`config.mk`:
```
export PLATFORM = sky130hd
export DESIGN_NAME = fnd_top
export DESIGN_NICKNAME = d
export VERILOG_FILES = /design/src/fnd_pkg.sv /design/src/fnd_link_if.sv /design/src/fnd_bcd_acc.sv /design/src/fnd_comp_seq.sv /design/src/fnd_top.sv
export VERILOG_INCLUDE_DIRS = /design/src /design/src/src
export SDC_FILE = /design/constraint.sdc
export NUM_CORES = 1
export LEC_CHECK = 0
export ABC_CLOCK_PERIOD_IN_PS = 23900
export BUFFER_PORTS_ARGS = -buffer_cell sky130_fd_sc_hd__buf_2
export CORE_UTILIZATION = 50
export DETAILED_ROUTE_END_ITERATION = 16
export GPL_TIMING_DRIVEN = 0
export PLACE_DENSITY = 0.68
export SLEW_MARGIN = 20
export SYNTH_ARGS = -nofsm -noshare
export SYNTH_HDL_FRONTEND = slang
export SYNTH_SLANG_ARGS = --single-unit
```
`constraint.sdc`:
```
create_clock -name core_clk_in -period 23.9 [get_ports core_clk_in]
set_input_delay 2.39 -clock core_clk_in [delete_from_list [all_inputs] [get_ports core_clk_in]]
set_output_delay 2.39 -clock core_clk_in [all_outputs]
set_load 0.05 [all_outputs]
```
`src/fnd_regs.svh`:
```
// Constants of the fractional-N divider control.
`ifndef FND_REGS_SVH
`define FND_REGS_SVH
`define FND_CLK_NS        100
`define FND_XTAL_HZ       40000000
`define FND_LOOP_REF_HZ   100000
`define FND_REF_DIV       16'(`FND_XTAL_HZ / `FND_LOOP_REF_HZ)
`define FND_REF_DIV_W     16
`define FND_TEN_M_DIV     3'd4
`define FND_T_CHARGE_NS   1000
`define FND_T_CHARGE_CYC  8'((`FND_T_CHARGE_NS + `FND_CLK_NS - 1) / `FND_CLK_NS)
`define FND_COMP_STEP_NS  100
`define FND_COMP_STEP_CYC 8'((`FND_COMP_STEP_NS + `FND_CLK_NS - 1) / `FND_CLK_NS)
`define FND_INT_MIN       12'h400
`define FND_INT_MAX       12'h530
`define FND_PROG_TERM     12'h998
`define FND_PROG_RST      12'h000
`define FND_ACC_RST       20'h00000
`define FND_LOCK_WIN      10000
`define FND_LOCK_TOL      16'h0002
`define FND_EXT_1M_RATIO  10
`define FND_PRE_DIV2_END  2'h1
`define FND_PRE_DIV3_END  2'h2
`endif

```
`src/fnd_pkg.sv`:
```
// Types shared by the fractional-N divider control modules.
package fnd_pkg;
    // Compensation sequencer states, one-hot.
    typedef enum logic [5:0] {
        SEQ_IDLE   = 6'h01,
        SEQ_CHARGE = 6'h02,
        SEQ_COMP   = 6'h04,
        SEQ_HOLD   = 6'h08,
        SEQ_DISCH  = 6'h10,
        SEQ_SAMPLE = 6'h20
    } fnd_seq_e;
    typedef logic [19:0] fnd_frac_t; // Five BCD fractional digits.
endpackage : fnd_pkg

```
`src/fnd_link_if.sv`:
```
// Link between the divider, accumulator and sequencer.
`timescale 1ns/1ps
interface fnd_link_if;
    import fnd_pkg::*;
    logic      div_tick;  // One pulse per divided-counter output cycle.
    logic      ref_tick;  // One pulse per loop reference cycle.
    logic      load;      // Divisor reload pulse.
    fnd_frac_t frac;      // Fractional part of the divisor.
    logic      swallow;   // Carry out of the accumulator.
    logic [4:0] comp_bits; // Control bits for the compensation current.
    modport acc (input div_tick, load, frac, output swallow, comp_bits);
    modport seq (input ref_tick, comp_bits);
    modport top (output div_tick, ref_tick, load, frac, input swallow, comp_bits);
endinterface : fnd_link_if

```
`src/fnd_bcd_acc.sv`:
```
// Decimal phase accumulator whose carry becomes the pulse-swallow command.
`timescale 1ns/1ps
`include "fnd_regs.svh"
module fnd_bcd_acc
    import fnd_pkg::*;
(
    input  wire logic core_clk_in, // Core clock.
    input  wire logic rstn_in,     // Asynchronous reset, active low.
    fnd_link_if.acc   link         // Divider side link.
);
    fnd_frac_t  sum_q;     // Phase register.
    fnd_frac_t  sum_w;     // Decimal sum, carry removed.
    logic [5:0] carry_w;   // Digit carry chain.
    logic       swallow_q; // Registered carry.

    assign carry_w[0] = 1'b0;
    // Decimal digit adders; the top carry means the sum reached one.
    for (genvar i = 0; i < 5; i++)
    begin : g_digit
        wire logic [4:0] raw_w = 5'(link.frac[4*i +: 4]) + 5'(sum_q[4*i +: 4]) + 5'(carry_w[i]);
        assign carry_w[i+1]   = (raw_w > 5'h09);
        assign sum_w[4*i +: 4] = carry_w[i+1] ? 4'(raw_w - 5'h0a) : raw_w[3:0];
    end

    // Adds once per divider output; the reload clears the sum to zero.
    always_ff @(posedge core_clk_in or negedge rstn_in)
    begin
        if (!rstn_in)
        begin
            sum_q     <= `FND_ACC_RST;
            swallow_q <= 1'b0;
        end
        else if (link.load)
        begin
            sum_q     <= `FND_ACC_RST;
            swallow_q <= 1'b0;
        end
        else
        begin
            swallow_q <= link.div_tick & carry_w[5];
            if (link.div_tick)
                sum_q <= sum_w;
        end
    end

    assign link.swallow   = swallow_q;
    // Top five phase bits steer the compensation current.
    assign link.comp_bits = sum_q[19:15];
endmodule : fnd_bcd_acc

```
`src/fnd_comp_seq.sv`:
```
// Per-reference-cycle charge, compensate, hold, discharge and sample sequencer.
`timescale 1ns/1ps
`include "fnd_regs.svh"
module fnd_comp_seq
    import fnd_pkg::*;
(
    input  wire logic       core_clk_in,  // Core clock.
    input  wire logic       rstn_in,      // Asynchronous reset, active low.
    fnd_link_if.seq         link,         // Reference tick and control bits.
    input  wire logic       pd_resp_in,   // Phase detector has produced its output.
    input  wire logic       pd_active_in, // Phase detector current flows.
    output logic            bias_en_out,  // Bias charging enabled.
    output logic            comp_en_out,  // Compensation current enabled.
    output logic [4:0]      level_out,    // Compensation current magnitude.
    output logic            disch_en_out, // Discharge by detector current.
    output logic            sample_out,   // Sample-hold retain command.
    output logic            overrun_out   // Reference tick seen while busy.
);
    fnd_seq_e   st_q;     // Sequencer state.
    logic [7:0] cnt_q;    // Interval counter.
    logic [4:0] level_q;  // Bits latched at cycle start.
    wire  logic cnt_done_w = (cnt_q <= 8'h01);

    // A tick while busy is ignored so a running sequence keeps its sample.
    always_ff @(posedge core_clk_in or negedge rstn_in)
    begin
        if (!rstn_in)
        begin
            st_q    <= SEQ_IDLE;
            cnt_q   <= 8'h00;
            level_q <= 5'h00;
        end
        else
        begin
            case (st_q)
                SEQ_IDLE:
                    if (link.ref_tick)
                    begin
                        st_q    <= SEQ_CHARGE;
                        cnt_q   <= `FND_T_CHARGE_CYC;
                        level_q <= link.comp_bits;
                    end
                SEQ_CHARGE:
                    if (cnt_done_w)
                    begin
                        st_q  <= (level_q == 5'h00) ? SEQ_HOLD : SEQ_COMP;
                        cnt_q <= 8'(level_q) * `FND_COMP_STEP_CYC;
                    end
                    else
                        cnt_q <= cnt_q - 8'h01;
                SEQ_COMP:
                    if (cnt_done_w)
                        st_q <= SEQ_HOLD;
                    else
                        cnt_q <= cnt_q - 8'h01;
                SEQ_HOLD:
                    if (pd_resp_in)
                        st_q <= SEQ_DISCH;
                SEQ_DISCH:
                    if (!pd_active_in)
                        st_q <= SEQ_SAMPLE;
                SEQ_SAMPLE:
                    st_q <= SEQ_IDLE;
                default:
                    st_q <= SEQ_IDLE;
            endcase
        end
    end

    assign bias_en_out  = (st_q == SEQ_CHARGE) | (st_q == SEQ_COMP);
    assign comp_en_out  = (st_q == SEQ_COMP);
    assign level_out    = level_q;
    assign disch_en_out = (st_q == SEQ_DISCH);
    assign sample_out   = (st_q == SEQ_SAMPLE);
    assign overrun_out  = link.ref_tick & (st_q != SEQ_IDLE);
endmodule : fnd_comp_seq

```
`src/fnd_top.sv`:
```
// Fractional-N divider control top level.
//
// Function
// - Counter preset is nine's complement of integer.
// - Divide by 2N, 2N plus one when signalled.
// - Cascaded counters divide by programmed integer.
// - Prescaler divides two, three once per swallow.
// - Accumulator adds fraction once per divider output.
// - Carry at one issues swallow, remainder kept.
// - Divisor integer to counters, fraction to accumulator.
// - Swallow rate equals fraction times reference.
// - Integer divisor limited to tuning range.
// - Compensation sequence runs every reference cycle.
// - Bias charge, then compensation current added.
// - Five accumulator bits set current, interval.
// - Hold, detector discharge, then sample-hold retains.
// - Loop reference divided from crystal ticks.
// - External 1 or 10 MHz compared.
// - Unlock raised when reference out of range.
`timescale 1ns/1ps
`include "fnd_regs.svh"
module fnd_top
    import fnd_pkg::*;
#(
    parameter int LOCK_WIN = `FND_LOCK_WIN // Lock comparison window in 10 MHz ticks.
)
(
    input  wire logic        core_clk_in,     // Core clock, 10 MHz.
    input  wire logic        rstn_in,         // Asynchronous reset, active low.
    input  wire logic        vco_tick_in,     // One pulse per VCO cycle.
    input  wire logic        xtal_tick_in,    // One pulse per crystal cycle.
    input  wire logic        ext_tick_in,     // One pulse per external reference cycle.
    input  wire logic        ext_sel_10m_in,  // External reference is 10 MHz, else 1 MHz.
    input  wire logic        ext_en_in,       // Discipline to an external reference.
    input  wire logic        load_in,         // Divisor reload pulse.
    input  wire logic [11:0] int_bcd_in,      // Integer part, three BCD digits.
    input  wire fnd_frac_t   frac_bcd_in,     // Fractional part, five BCD digits.
    input  wire logic        pd_resp_in,      // Phase detector has responded.
    input  wire logic        pd_active_in,    // Phase detector current flows.
    output logic             div_out,         // Divided counter output pulse.
    output logic             ref_out,         // Loop reference pulse.
    output logic             swallow_out,     // Pulse-swallow command.
    output logic             bias_en_out,     // Bias charging enable.
    output logic             comp_en_out,     // Compensation current enable.
    output logic [4:0]       comp_level_out,  // Compensation current magnitude.
    output logic             disch_en_out,    // Detector discharge enable.
    output logic             sample_out,      // Sample-hold retain command.
    output logic             overrun_out,     // Tick while busy.
    output logic             divisor_err_out, // Last load was rejected.
    output logic             unlock_out       // External reference not captured.
);
    fnd_link_if link (); // Carrier between the three blocks.

    // Divisor held after an accepted load.
    logic [11:0] comp_q;       // Nine's complement of the integer part.
    fnd_frac_t   frac_q;       // Fractional part.
    logic        err_q;        // Rejected-load flag.
    logic        load_q;       // Accepted reload pulse toward the accumulator.

    // Validity of the requested divisor.
    wire logic int_digits_ok_w;
    wire logic frac_digits_ok_w;
    wire logic in_range_w;
    wire logic load_ok_w;
    wire logic [11:0] comp_w;

    // Each BCD nibble must be a decimal digit.
    function automatic logic digits_ok(input logic [19:0] v, input int n);
        logic ok;
        ok = 1'b1;
        for (int i = 0; i < n; i++)
            ok = ok & (v[4*i +: 4] <= 4'h9);
        return ok;
    endfunction : digits_ok

    // Increment a three-digit BCD value.
    function automatic logic [11:0] bcd_inc(input logic [11:0] v);
        logic [11:0] r;
        logic        c;
        r = v;
        c = 1'b1;
        for (int i = 0; i < 3; i++)
        begin
            if (c)
            begin
                if (r[4*i +: 4] == 4'h9)
                    r[4*i +: 4] = 4'h0;
                else
                begin
                    r[4*i +: 4] = r[4*i +: 4] + 4'h1;
                    c = 1'b0;
                end
            end
        end
        return r;
    endfunction : bcd_inc

    assign int_digits_ok_w  = digits_ok({8'h00, int_bcd_in}, 3);
    assign frac_digits_ok_w = digits_ok(frac_bcd_in, 5);
    // Only the oscillator tuning range is accepted.
    assign in_range_w = (int_bcd_in >= `FND_INT_MIN) & (int_bcd_in <= `FND_INT_MAX);
    assign load_ok_w  = int_digits_ok_w & frac_digits_ok_w & in_range_w;
    // Per-digit nine's complement: 9 - d.
    assign comp_w = {4'h9 - int_bcd_in[11:8], 4'h9 - int_bcd_in[7:4], 4'h9 - int_bcd_in[3:0]};

    // Latch the divisor; a rejected load keeps the old one.
    always_ff @(posedge core_clk_in or negedge rstn_in)
    begin
        if (!rstn_in)
        begin
            comp_q <= `FND_PROG_RST;
            frac_q <= `FND_ACC_RST;
            err_q  <= 1'b0;
            load_q <= 1'b0;
        end
        else
        begin
            load_q <= load_in & load_ok_w;
            if (load_in)
                err_q <= ~load_ok_w;
            if (load_in & load_ok_w)
            begin
                comp_q <= comp_w;
                frac_q <= frac_bcd_in;
            end
        end
    end

    // Prescaler: two VCO pulses per cycle, three with a swallow pending.
    logic [1:0] pre_cnt_q;   // VCO pulses within the current prescaler cycle.
    logic       pend_q;      // Swallow waiting for or in its divide-by-three cycle.
    wire  logic [1:0] pre_end_w = pend_q ? `FND_PRE_DIV3_END : `FND_PRE_DIV2_END;
    wire  logic pre_tick_w = vco_tick_in & (pre_cnt_q == pre_end_w);

    // A swallow as a stretched cycle ends still counts: the set wins.
    always_ff @(posedge core_clk_in or negedge rstn_in)
    begin
        if (!rstn_in)
        begin
            pre_cnt_q <= 2'h0;
            pend_q    <= 1'b0;
        end
        else
        begin
            if (vco_tick_in)
                pre_cnt_q <= pre_tick_w ? 2'h0 : pre_cnt_q + 2'h1;
            pend_q <= link.swallow | (pend_q & ~pre_tick_w);
        end
    end

    // Decimal counter: complement up to 998,
    // so it spans exactly N prescaler cycles.
    logic [11:0] prog_q;     // Counter state.
    logic        div_q;      // Divider output pulse.
    wire  logic  prog_end_w = (prog_q == `FND_PROG_TERM);

    always_ff @(posedge core_clk_in or negedge rstn_in)
    begin
        if (!rstn_in)
        begin
            prog_q <= `FND_PROG_RST;
            div_q  <= 1'b0;
        end
        else if (load_q)
        begin
            prog_q <= comp_q;
            div_q  <= 1'b0;
        end
        else
        begin
            div_q <= pre_tick_w & prog_end_w;
            if (pre_tick_w)
                prog_q <= prog_end_w ? comp_q : bcd_inc(prog_q);
        end
    end

    // Loop reference: the crystal tick stream divided down to 100 kHz.
    logic [`FND_REF_DIV_W-1:0] ref_cnt_q; // Crystal ticks in the current reference cycle.
    logic                      ref_q;     // Reference pulse.
    wire  logic ref_end_w = (ref_cnt_q == `FND_REF_DIV - 16'h0001);

    always_ff @(posedge core_clk_in or negedge rstn_in)
    begin
        if (!rstn_in)
        begin
            ref_cnt_q <= 16'h0000;
            ref_q     <= 1'b0;
        end
        else
        begin
            ref_q <= xtal_tick_in & ref_end_w;
            if (xtal_tick_in)
                ref_cnt_q <= ref_end_w ? 16'h0000 : ref_cnt_q + 16'h0001;
        end
    end

    // Hand the link its drivers.
    assign link.div_tick = div_q;
    assign link.ref_tick = ref_q;
    assign link.load     = load_q;
    assign link.frac     = frac_q;

    // Accumulator: fraction summed per divider output, carry feeds the prescaler.
    fnd_bcd_acc u_acc (
        .core_clk_in (core_clk_in),
        .rstn_in     (rstn_in),
        .link        (link)
    );

    // Sequencer outputs before the final output flops.
    logic       seq_bias_w;
    logic       seq_comp_w;
    logic [4:0] seq_level_w;
    logic       seq_disch_w;
    logic       seq_sample_w;
    logic       seq_over_w;

    fnd_comp_seq u_seq (
        .core_clk_in  (core_clk_in),
        .rstn_in      (rstn_in),
        .link         (link),
        .pd_resp_in   (pd_resp_in),
        .pd_active_in (pd_active_in),
        .bias_en_out  (seq_bias_w),
        .comp_en_out  (seq_comp_w),
        .level_out    (seq_level_w),
        .disch_en_out (seq_disch_w),
        .sample_out   (seq_sample_w),
        .overrun_out  (seq_over_w)
    );

    // Lock detector: external ticks counted in a window of 10 MHz ticks
    // and compared with the selected reference's count.
    logic [2:0]  ten_cnt_q;   // Crystal ticks toward one 10 MHz tick.
    logic [15:0] win_cnt_q;   // 10 MHz ticks in the window.
    logic [15:0] ext_cnt_q;   // External ticks in the window.
    logic        unlock_q;    // Unlock indication.
    wire  logic ten_tick_w = xtal_tick_in & (ten_cnt_q == `FND_TEN_M_DIV - 3'd1);
    wire  logic win_end_w  = ten_tick_w & (win_cnt_q == 16'(LOCK_WIN - 1));
    wire  logic [15:0] expect_w = ext_sel_10m_in ? 16'(LOCK_WIN) : 16'(LOCK_WIN / `FND_EXT_1M_RATIO);
    wire  logic [15:0] diff_w = (ext_cnt_q > expect_w) ? ext_cnt_q - expect_w : expect_w - ext_cnt_q;
    wire  logic out_of_range_w = (diff_w > `FND_LOCK_TOL);

    // Refreshed once per window, so it lags a lost reference by one window.
    always_ff @(posedge core_clk_in or negedge rstn_in)
    begin
        if (!rstn_in)
        begin
            ten_cnt_q <= 3'd0;
            win_cnt_q <= 16'h0000;
            ext_cnt_q <= 16'h0000;
            unlock_q  <= 1'b0;
        end
        else
        begin
            if (xtal_tick_in)
                ten_cnt_q <= ten_tick_w ? 3'd0 : ten_cnt_q + 3'd1;
            if (ten_tick_w)
                win_cnt_q <= win_end_w ? 16'h0000 : win_cnt_q + 16'h0001;
            if (win_end_w)
            begin
                ext_cnt_q <= 16'(ext_tick_in);
                unlock_q  <= ext_en_in & out_of_range_w;
            end
            else if (ext_tick_in)
                ext_cnt_q <= ext_cnt_q + 16'h0001;
            if (!ext_en_in)
                unlock_q <= 1'b0;
        end
    end

    // Output flops: every port comes straight from a register.
    always_ff @(posedge core_clk_in or negedge rstn_in)
    begin
        if (!rstn_in)
        begin
            div_out         <= 1'b0;
            ref_out         <= 1'b0;
            swallow_out     <= 1'b0;
            bias_en_out     <= 1'b0;
            comp_en_out     <= 1'b0;
            comp_level_out  <= 5'h00;
            disch_en_out    <= 1'b0;
            sample_out      <= 1'b0;
            overrun_out     <= 1'b0;
            divisor_err_out <= 1'b0;
            unlock_out      <= 1'b0;
        end
        else
        begin
            div_out         <= div_q;
            ref_out         <= ref_q;
            swallow_out     <= link.swallow;
            bias_en_out     <= seq_bias_w;
            comp_en_out     <= seq_comp_w;
            comp_level_out  <= seq_level_w;
            disch_en_out    <= seq_disch_w;
            sample_out      <= seq_sample_w;
            overrun_out     <= seq_over_w;
            divisor_err_out <= err_q;
            unlock_out      <= unlock_q;
        end
    end
endmodule : fnd_top
```
==> flow_summary.json, run 1 <==
{
  "clock.fmax_ghz": 0.1128,
  "yosysTopAreaCell": "dfrtp_1",
  "yosys_warnings": 0,
  "synth_top_family_by_area": "simple AND/OR/NAND/NOR gates",
  "tns_ns": 0,
  "fin_crit_sh_pct": 37.10,
  "syn_area_per_cell_um2": 9.289,
  "netlist.area_leader.share_pct": 43.83,
  "holdBufCountCts": 0,
  "async_reset_ff_share_pct": 100.0,
  "area_delta_synth_final_pct": 13.68,
  "dieArea_mm2": 0.01847,
  "cts_buffer_depth": 2,
  "relSlewSlack_pct": 45.06,
  "via_count": 6981,
  "period_minus_slack_ns": 8.866,
  "path_max_fanout": 4,
  "synth_edf_count": 0,
  "start_kind": "flop",
  "cp_slowest_stage_delay_ns": 0.65,
  "antenna_found_initial": 0,
  "synth.area.mux_share_pct": 3.113,
  "diodes": 0,
  "gp_congestion": 0.8666,
  "synth_compound_area_share_pct": 13.33,
  "cp-end-kind": "flop",
  "tightest_slew_ns": 0.8155,
  "n_fill_cell": 1548,
  "synthDistinctLibCells": 67,
  "postRouteWirelength_mm": 18.57,
  "port_buffers": 56,
  "htreeDepth": 4,
  "layout_common_cells": "dfrtp_1, nand2_1, nor2_1, o21ai_0, buf_2",
  "rows": 48,
  "synthXorXnorAreaFrac_pct": 6.840,
  "p_leak_nw": 4.892,
  "finClkSkew_ns": 0.009068,
  "cpMaxStageDelayCell": "a221oi_1",
  "synth_area_mm2": 0.008964,
  "max_cap_violations": 0,
  "setup_viol": 0,
  "final_hold_viol_count": 0,
  "grt_pass1_vias": 6694,
  "dp_hpwl_mm": 13.47,
  "power_density_mw_per_mm2": 74.92,
  "dieHeight_um": 135.9,
  "cts_tree": "done",
  "root_buffer": "clkbuf_16",
  "synth_fa_ha_area_share_pct": 8.654,
  "wl_per_cell_um": 14.52,
  "core_area_mm2": 0.01742,
  "grt_overflow": 0,
  "register_area_mm2": 0.003955,
  "final_common_cell": "dfrtp_1",
  "clk_pin_slew_ns": 0.06,
  "seq_area_frac_synth_pct": 44.12,
  "cts_buffers": 17,
  "io_pins": 57,
  "synth_seq_cells": 158,
  "post-route-drc-count": 0,
  "cts.sinks": 158,
  "post-cts-setup-buffers": 0,
  "die_width_um": 135.9,
  "synth.top_cells.by_area": "dfrtp_1, ha_1, nand2_1",
  "worstHoldPathType": "reg2reg",
  "critPathKind": "reg2reg",
  "nNetsFinal": 1139,
  "dr.first_iter.drc_count": 429,
  "dr.pass1.iters": 5,
  "report.power.total_uw": 763.4,
  "drv_slew": 0,
  "synthCells": 965,
  "synthSimpleGateAreaFrac_pct": 20.21,
  "dpl.cell_count": 1247,
  "multiInputGateArea_mm2": 0.004674,
  "grt_max_degree": 97,
  "fin_cells": 1279,
  "grt_pass1_wl_mm": 31.86,
  "viasPerCell": 5.458,
  "regToRegSetupSlack_ns": 15.03,
  "syn_nets": 1063,
  "drtAntennaViolNets": 0,
  "clock_latency_ns": 0.42,
  "final_layout_size_suffix_gt1_share_pct": 10.25,
  "worstPathRequired_ns": 24.23,
  "cts_resized": 0,
  "start_util_pct": 51.47,
  "cp.arrival_ns": 9.19,
  "status": "complete, no violations",
  "rsz0062_at_grt": "no",
  "peakVddDrop_v": 0.00005198,
  "grt.total_usage_pct": 21.75,
  "yosys_most_used_dff": "dfrtp_1"
}
logic make-up (layout without fill, tap and decap cells):
kind of cell	Yosys count	in the layout
AND/OR/NAND/NOR	377	377
flip-flops	158	158
adder cells (fa/ha/maj)	56	56
XOR/XNOR	70	70
AO/OA/AOI/OAI	190	190
multiplexers	27	27
buffers and inverters	87	176
state kept, by name (all words and copies together), names as in the netlist, 5 cells and up:
| register | count |
|---|---|
| ref_cnt_q | 16 |
| u_seq.level_out | 5 |
| comp_level_out | 5 |
| frac_q | 20 |
| win_cnt_q | 16 |
| u_seq.cnt_q | 8 |
| prog_q | 12 |
| u_seq.st_q | 6 |
| comp_q | 12 |
| ext_cnt_q | 16 |
| u_acc.sum_q | 20 |
synth_stat cells (5+ instances only):
cell      number
a211oi_1      16
a21o_1        12
a21oi_1       47
a22oi_1        6
a31oi_1        6
and2_1         9
and3_1         7
clkbuf_1      21
dfrtp_1      157
fa_1          10
ha_1          46
inv_1         57
mux2_2         7
mux2i_1       20
nand2_1      135
nand2b_1      12
nand3_1       21
nand3b_1       6
nand4_1       11
nor2_1        97
nor2b_1        9
nor3_1        25
nor3b_1        5
nor4_1         9
nor4b_1        5
o21ai_0       61
o22ai_1        7
or3_1          7
xnor2_1       36
xor2_1        34
cell type report:
| cell class | count | area share, % |
|---|---|---|
| clock buffer | 23 | 4.592 |
| timing repair buffer | 57 | 3.119 |
| sequential | 158 | 38.81 |
| multi-input combinational | 720 | 45.87 |
| buffer | 29 | 1.142 |
| tap | 225 | 2.763 |
| clock inverter | 9 | 1.559 |
| inverter | 58 | 2.137 |
through the flow:
stage	worst slack (ns)	instance area [um^2]	hold WS [ns]	utilization, %
finish	15.03	10190	0.3865	58.51
global route	14.25	10190	0.3988	58.51
CTS	14.98	10190	0.3877	58.51
detailed placement	15.02	9563	0.3723	54.91
global placement	15.24	9525	0.3568	54.69
floorplan	15.98	8964	0.3488	-
worst paths after layout:
kind / depth (start not counted) / from / endpoint
max: 37 / frac_q[0] / u_acc.sum_q[19]
max reg2reg: 37 / frac_q[0] / u_acc.sum_q[19]
min: 0 / err_q / divisor_err_out
max in group asynchronous: 2 / rstn_in / u_seq.st_q[0]
min reg2reg: 0 / err_q / divisor_err_out
min in group asynchronous: 1 / rstn_in / ref_cnt_q[6]
worst max-delay path, delay by kind of cell, from the launching register on:
family | cells | cell delay (ns)
adder cells (fa/ha/maj) | 11 | 3.37
AO/OA/AOI/OAI | 7 | 2.50
XOR/XNOR | 5 | 0.88
AND/OR/NAND/NOR | 5 | 0.84
buffers and inverters | 9 | 0.82
flip-flops | 1 | 0.36
power breakdown:
part	internal, mW	total (mW)	switching [mW]	leakage (nW)
combinational	0.0681	0.154	0.0860	2.50
sequential	0.293	0.321	0.0278	2.09
clock	0.181	0.289	0.108	0.302
routing by layer:
layer	global-route usage [%]	vias up	part of all wire [%]	wire (um)
met5	0	-	0	0
met4	6.420	0	1.4	263
met3	3.579	20	2.7	509
met2	34.16	115	46	8536
met1	30.94	3349	50	9255
li1	-	3497	-	-
Note: power is estimated with default switching activity, not from simulation.
==> inputs of run 2 (changes only) <==
--- a/config.mk
+++ b/config.mk
@@ -6,7 +6,7 @@
 export SDC_FILE = /design/constraint.sdc
 export NUM_CORES = 1
 export LEC_CHECK = 0
-export ABC_CLOCK_PERIOD_IN_PS = 23900
+export ABC_CLOCK_PERIOD_IN_PS = 8450
 export BUFFER_PORTS_ARGS = -buffer_cell sky130_fd_sc_hd__buf_2
 export CORE_UTILIZATION = 50
 export DETAILED_ROUTE_END_ITERATION = 16
==> constraint.sdc (replaced) <==
create_clock -name core_clk_in -period 8.45 [get_ports core_clk_in]
set_input_delay 0.845 -clock core_clk_in [delete_from_list [all_inputs] [get_ports core_clk_in]]
set_output_delay 0.845 -clock core_clk_in [all_outputs]
set_load 0.05 [all_outputs]
==> flow_summary.json, run 2 (same netlist as run 1, synthesis figures left out) <==
{
  "met2_length_mm": 8.715,
  "root_buffer": "clkbuf_16",
  "report.power.total_mw": 2.160,
  "dp_hpwl_mm": 13.47,
  "drv_slew": 0,
  "core_area_mm2": 0.01742,
  "diodes": 0,
  "die_width_um": 135.9,
  "swShare_pct": 29.03,
  "worstPathRequired_ns": 8.80,
  "status": "complete, no violations",
  "register_area_mm2": 0.003955,
  "port_buffers": 56,
  "postRouteWirelength_mm": 18.82,
  "post-route-drc-count": 0,
  "dpl.cell_count": 1247,
  "layout_common_cells": "dfrtp_1, nand2_1, nor2_1, o21ai_0, buf_2",
  "grt_overflow": 0,
  "p_switching_uw": 626.8,
  "internal_power_mw": 1.533,
  "dr.pass1.iters": 5,
  "cts_tree": "done",
  "start_util_pct": 51.47,
  "period_minus_slack_ns": 7.921,
  "gp_congestion": 0.8666,
  "combPwrFrac_pct": 20.3,
  "whs_ns": 0.3704,
  "fin_crit_sh_pct": 93.74,
  "rsz0062_at_grt": "no",
  "cts_buffer_depth": 2,
  "clock.fmax_ghz": 0.1262,
  "final_hold_viol_count": 0,
  "critPathKind": "reg2reg",
  "grt.total_usage_pct": 21.78,
  "route.met3.wl_um": 525,
  "wl_per_cell_um": 14.71,
  "p_leak_nw": 4.906,
  "dr.first_iter.drc_count": 432,
  "peakVddDrop_v": 0.0001467,
  "m1WireLength_mm": 9.317,
  "cts_buffers": 17,
  "max_cap_violations": 0,
  "grt_max_degree": 97,
  "rows": 48,
  "fin_cells": 1280,
  "cp.arrival_ns": 8.27,
  "antenna_found_initial": 0,
  "top_regs": "frac_q (20), u_acc.sum_q (20)",
  "htreeDepth": 4,
  "n_fill_cell": 1538,
  "start_kind": "flop",
  "viasPerCell": 5.491,
  "finClkSkew_ns": 0.009897,
  "tightest_slew_ns": 0.7987,
  "clk_pin_slew_ns": 0.06,
  "nNetsFinal": 1140,
  "path_max_fanout": 4,
  "cts.sinks": 158,
  "grt_pass1_wl_mm": 31.88,
  "dieHeight_um": 135.9,
  "io_pins": 57,
  "top_layer": "met4",
  "final_layout_size_suffix_gt1_share_pct": 10.81,
  "grt_pass1_vias": 6702,
  "relSlewSlack_pct": 46.19,
  "p_seq_share_pct": 42.0,
  "clock_latency_ns": 0.43,
  "cpMaxStageDelayCell": "fa_1",
  "p_clk_share_pct": 37.7,
  "area_delta_synth_final_pct": 14.25,
  "multiInputGateArea_mm2": 0.004718,
  "cp_slowest_stage_delay_ns": 0.42,
  "pre_cts_slack_ns": -0.4320,
  "power_density_mw_per_mm2": 210.9,
  "cp-end-kind": "flop",
  "setup_viol": 0,
  "drtAntennaViolNets": 0,
  "final_common_cell": "dfrtp_1",
  "dieArea_mm2": 0.01847,
  "fin_ws_ns": 0.5289,
  "via_count": 7029,
  "worstHoldPathType": "in2async"
}
## run 2: power groups by stage
stage / registers, mW / logic [mW] / clock network, mW
after floorplan: 0.899 / 0.337 / 0
after global placement: 0.917 / 0.422 / 0
after detailed placement: 0.918 / 0.436 / 0
after CTS: 0.906 / 0.438 / 0.834
after global routing: 0.918 / 0.501 / 0.862
final: 0.907 / 0.438 / 0.815
## run 2: final timing paths
kind                                start           endpoint  slack, ns  cells after the start
worst min register to register      err_q    divisor_err_out       0.39                      0
worst min-delay path              rstn_in       ref_cnt_q[6]       0.37                      1
min in group core_clk_in            err_q    divisor_err_out       0.39                      0
worst max register to register  frac_q[0]    u_acc.sum_q[18]       0.53                     38
max in group asynchronous         rstn_in  comp_level_out[2]       7.23                      2
worst max-delay path            frac_q[0]    u_acc.sum_q[18]       0.53                     38
## run 2: final cells by class
type	count	area share, %
flip-flops and latches	158	38.62
plain buffers	29	1.136
inverters	58	2.126
multi-input cells	720	46.07
clock buffers	23	4.569
repair buffers	58	3.177
well taps	225	2.749
clock inverters	9	1.552
## run 2: per-stage QoR
| stage | setup TNS (ns) | util [%] | area [um^2] |
|---|---|---|---|
| after floorplan | 0 | - | 8964 |
| after global placement | -0.4241 | 54.69 | 9525 |
| after detailed placement | -1.110 | 54.91 | 9563 |
| after CTS | 0 | 58.54 | 10200 |
| after global routing | 0 | 58.80 | 10240 |
| final | 0 | 58.80 | 10240 |
## run 2: timing repair
action	4_1_cts	5_1_grt
cloned	0	0
pin swaps	0	1
endpoints found under the setup margin	4	4
hold buffers	0	0
buffers inserted	0	1
gates resized for setup	3	7
## run 2: layer usage
layer	up-vias	GRT usage (%)
li1	3493	-
met1	3396	30.89
met3	22	3.579
met4	0	6.420
met5	-	0
met2	118	34.30
## run 2: worst max-delay path: cells and delay by family, from the launching register on
family          cells  cell delay [ns]
flops               1             0.36
mux                 2             0.26
fa+ha+maj          11             3.32
buf+inv            10             0.89
xor+xnor            4             0.97
simple gates        5             0.88
compound gates      6             1.18
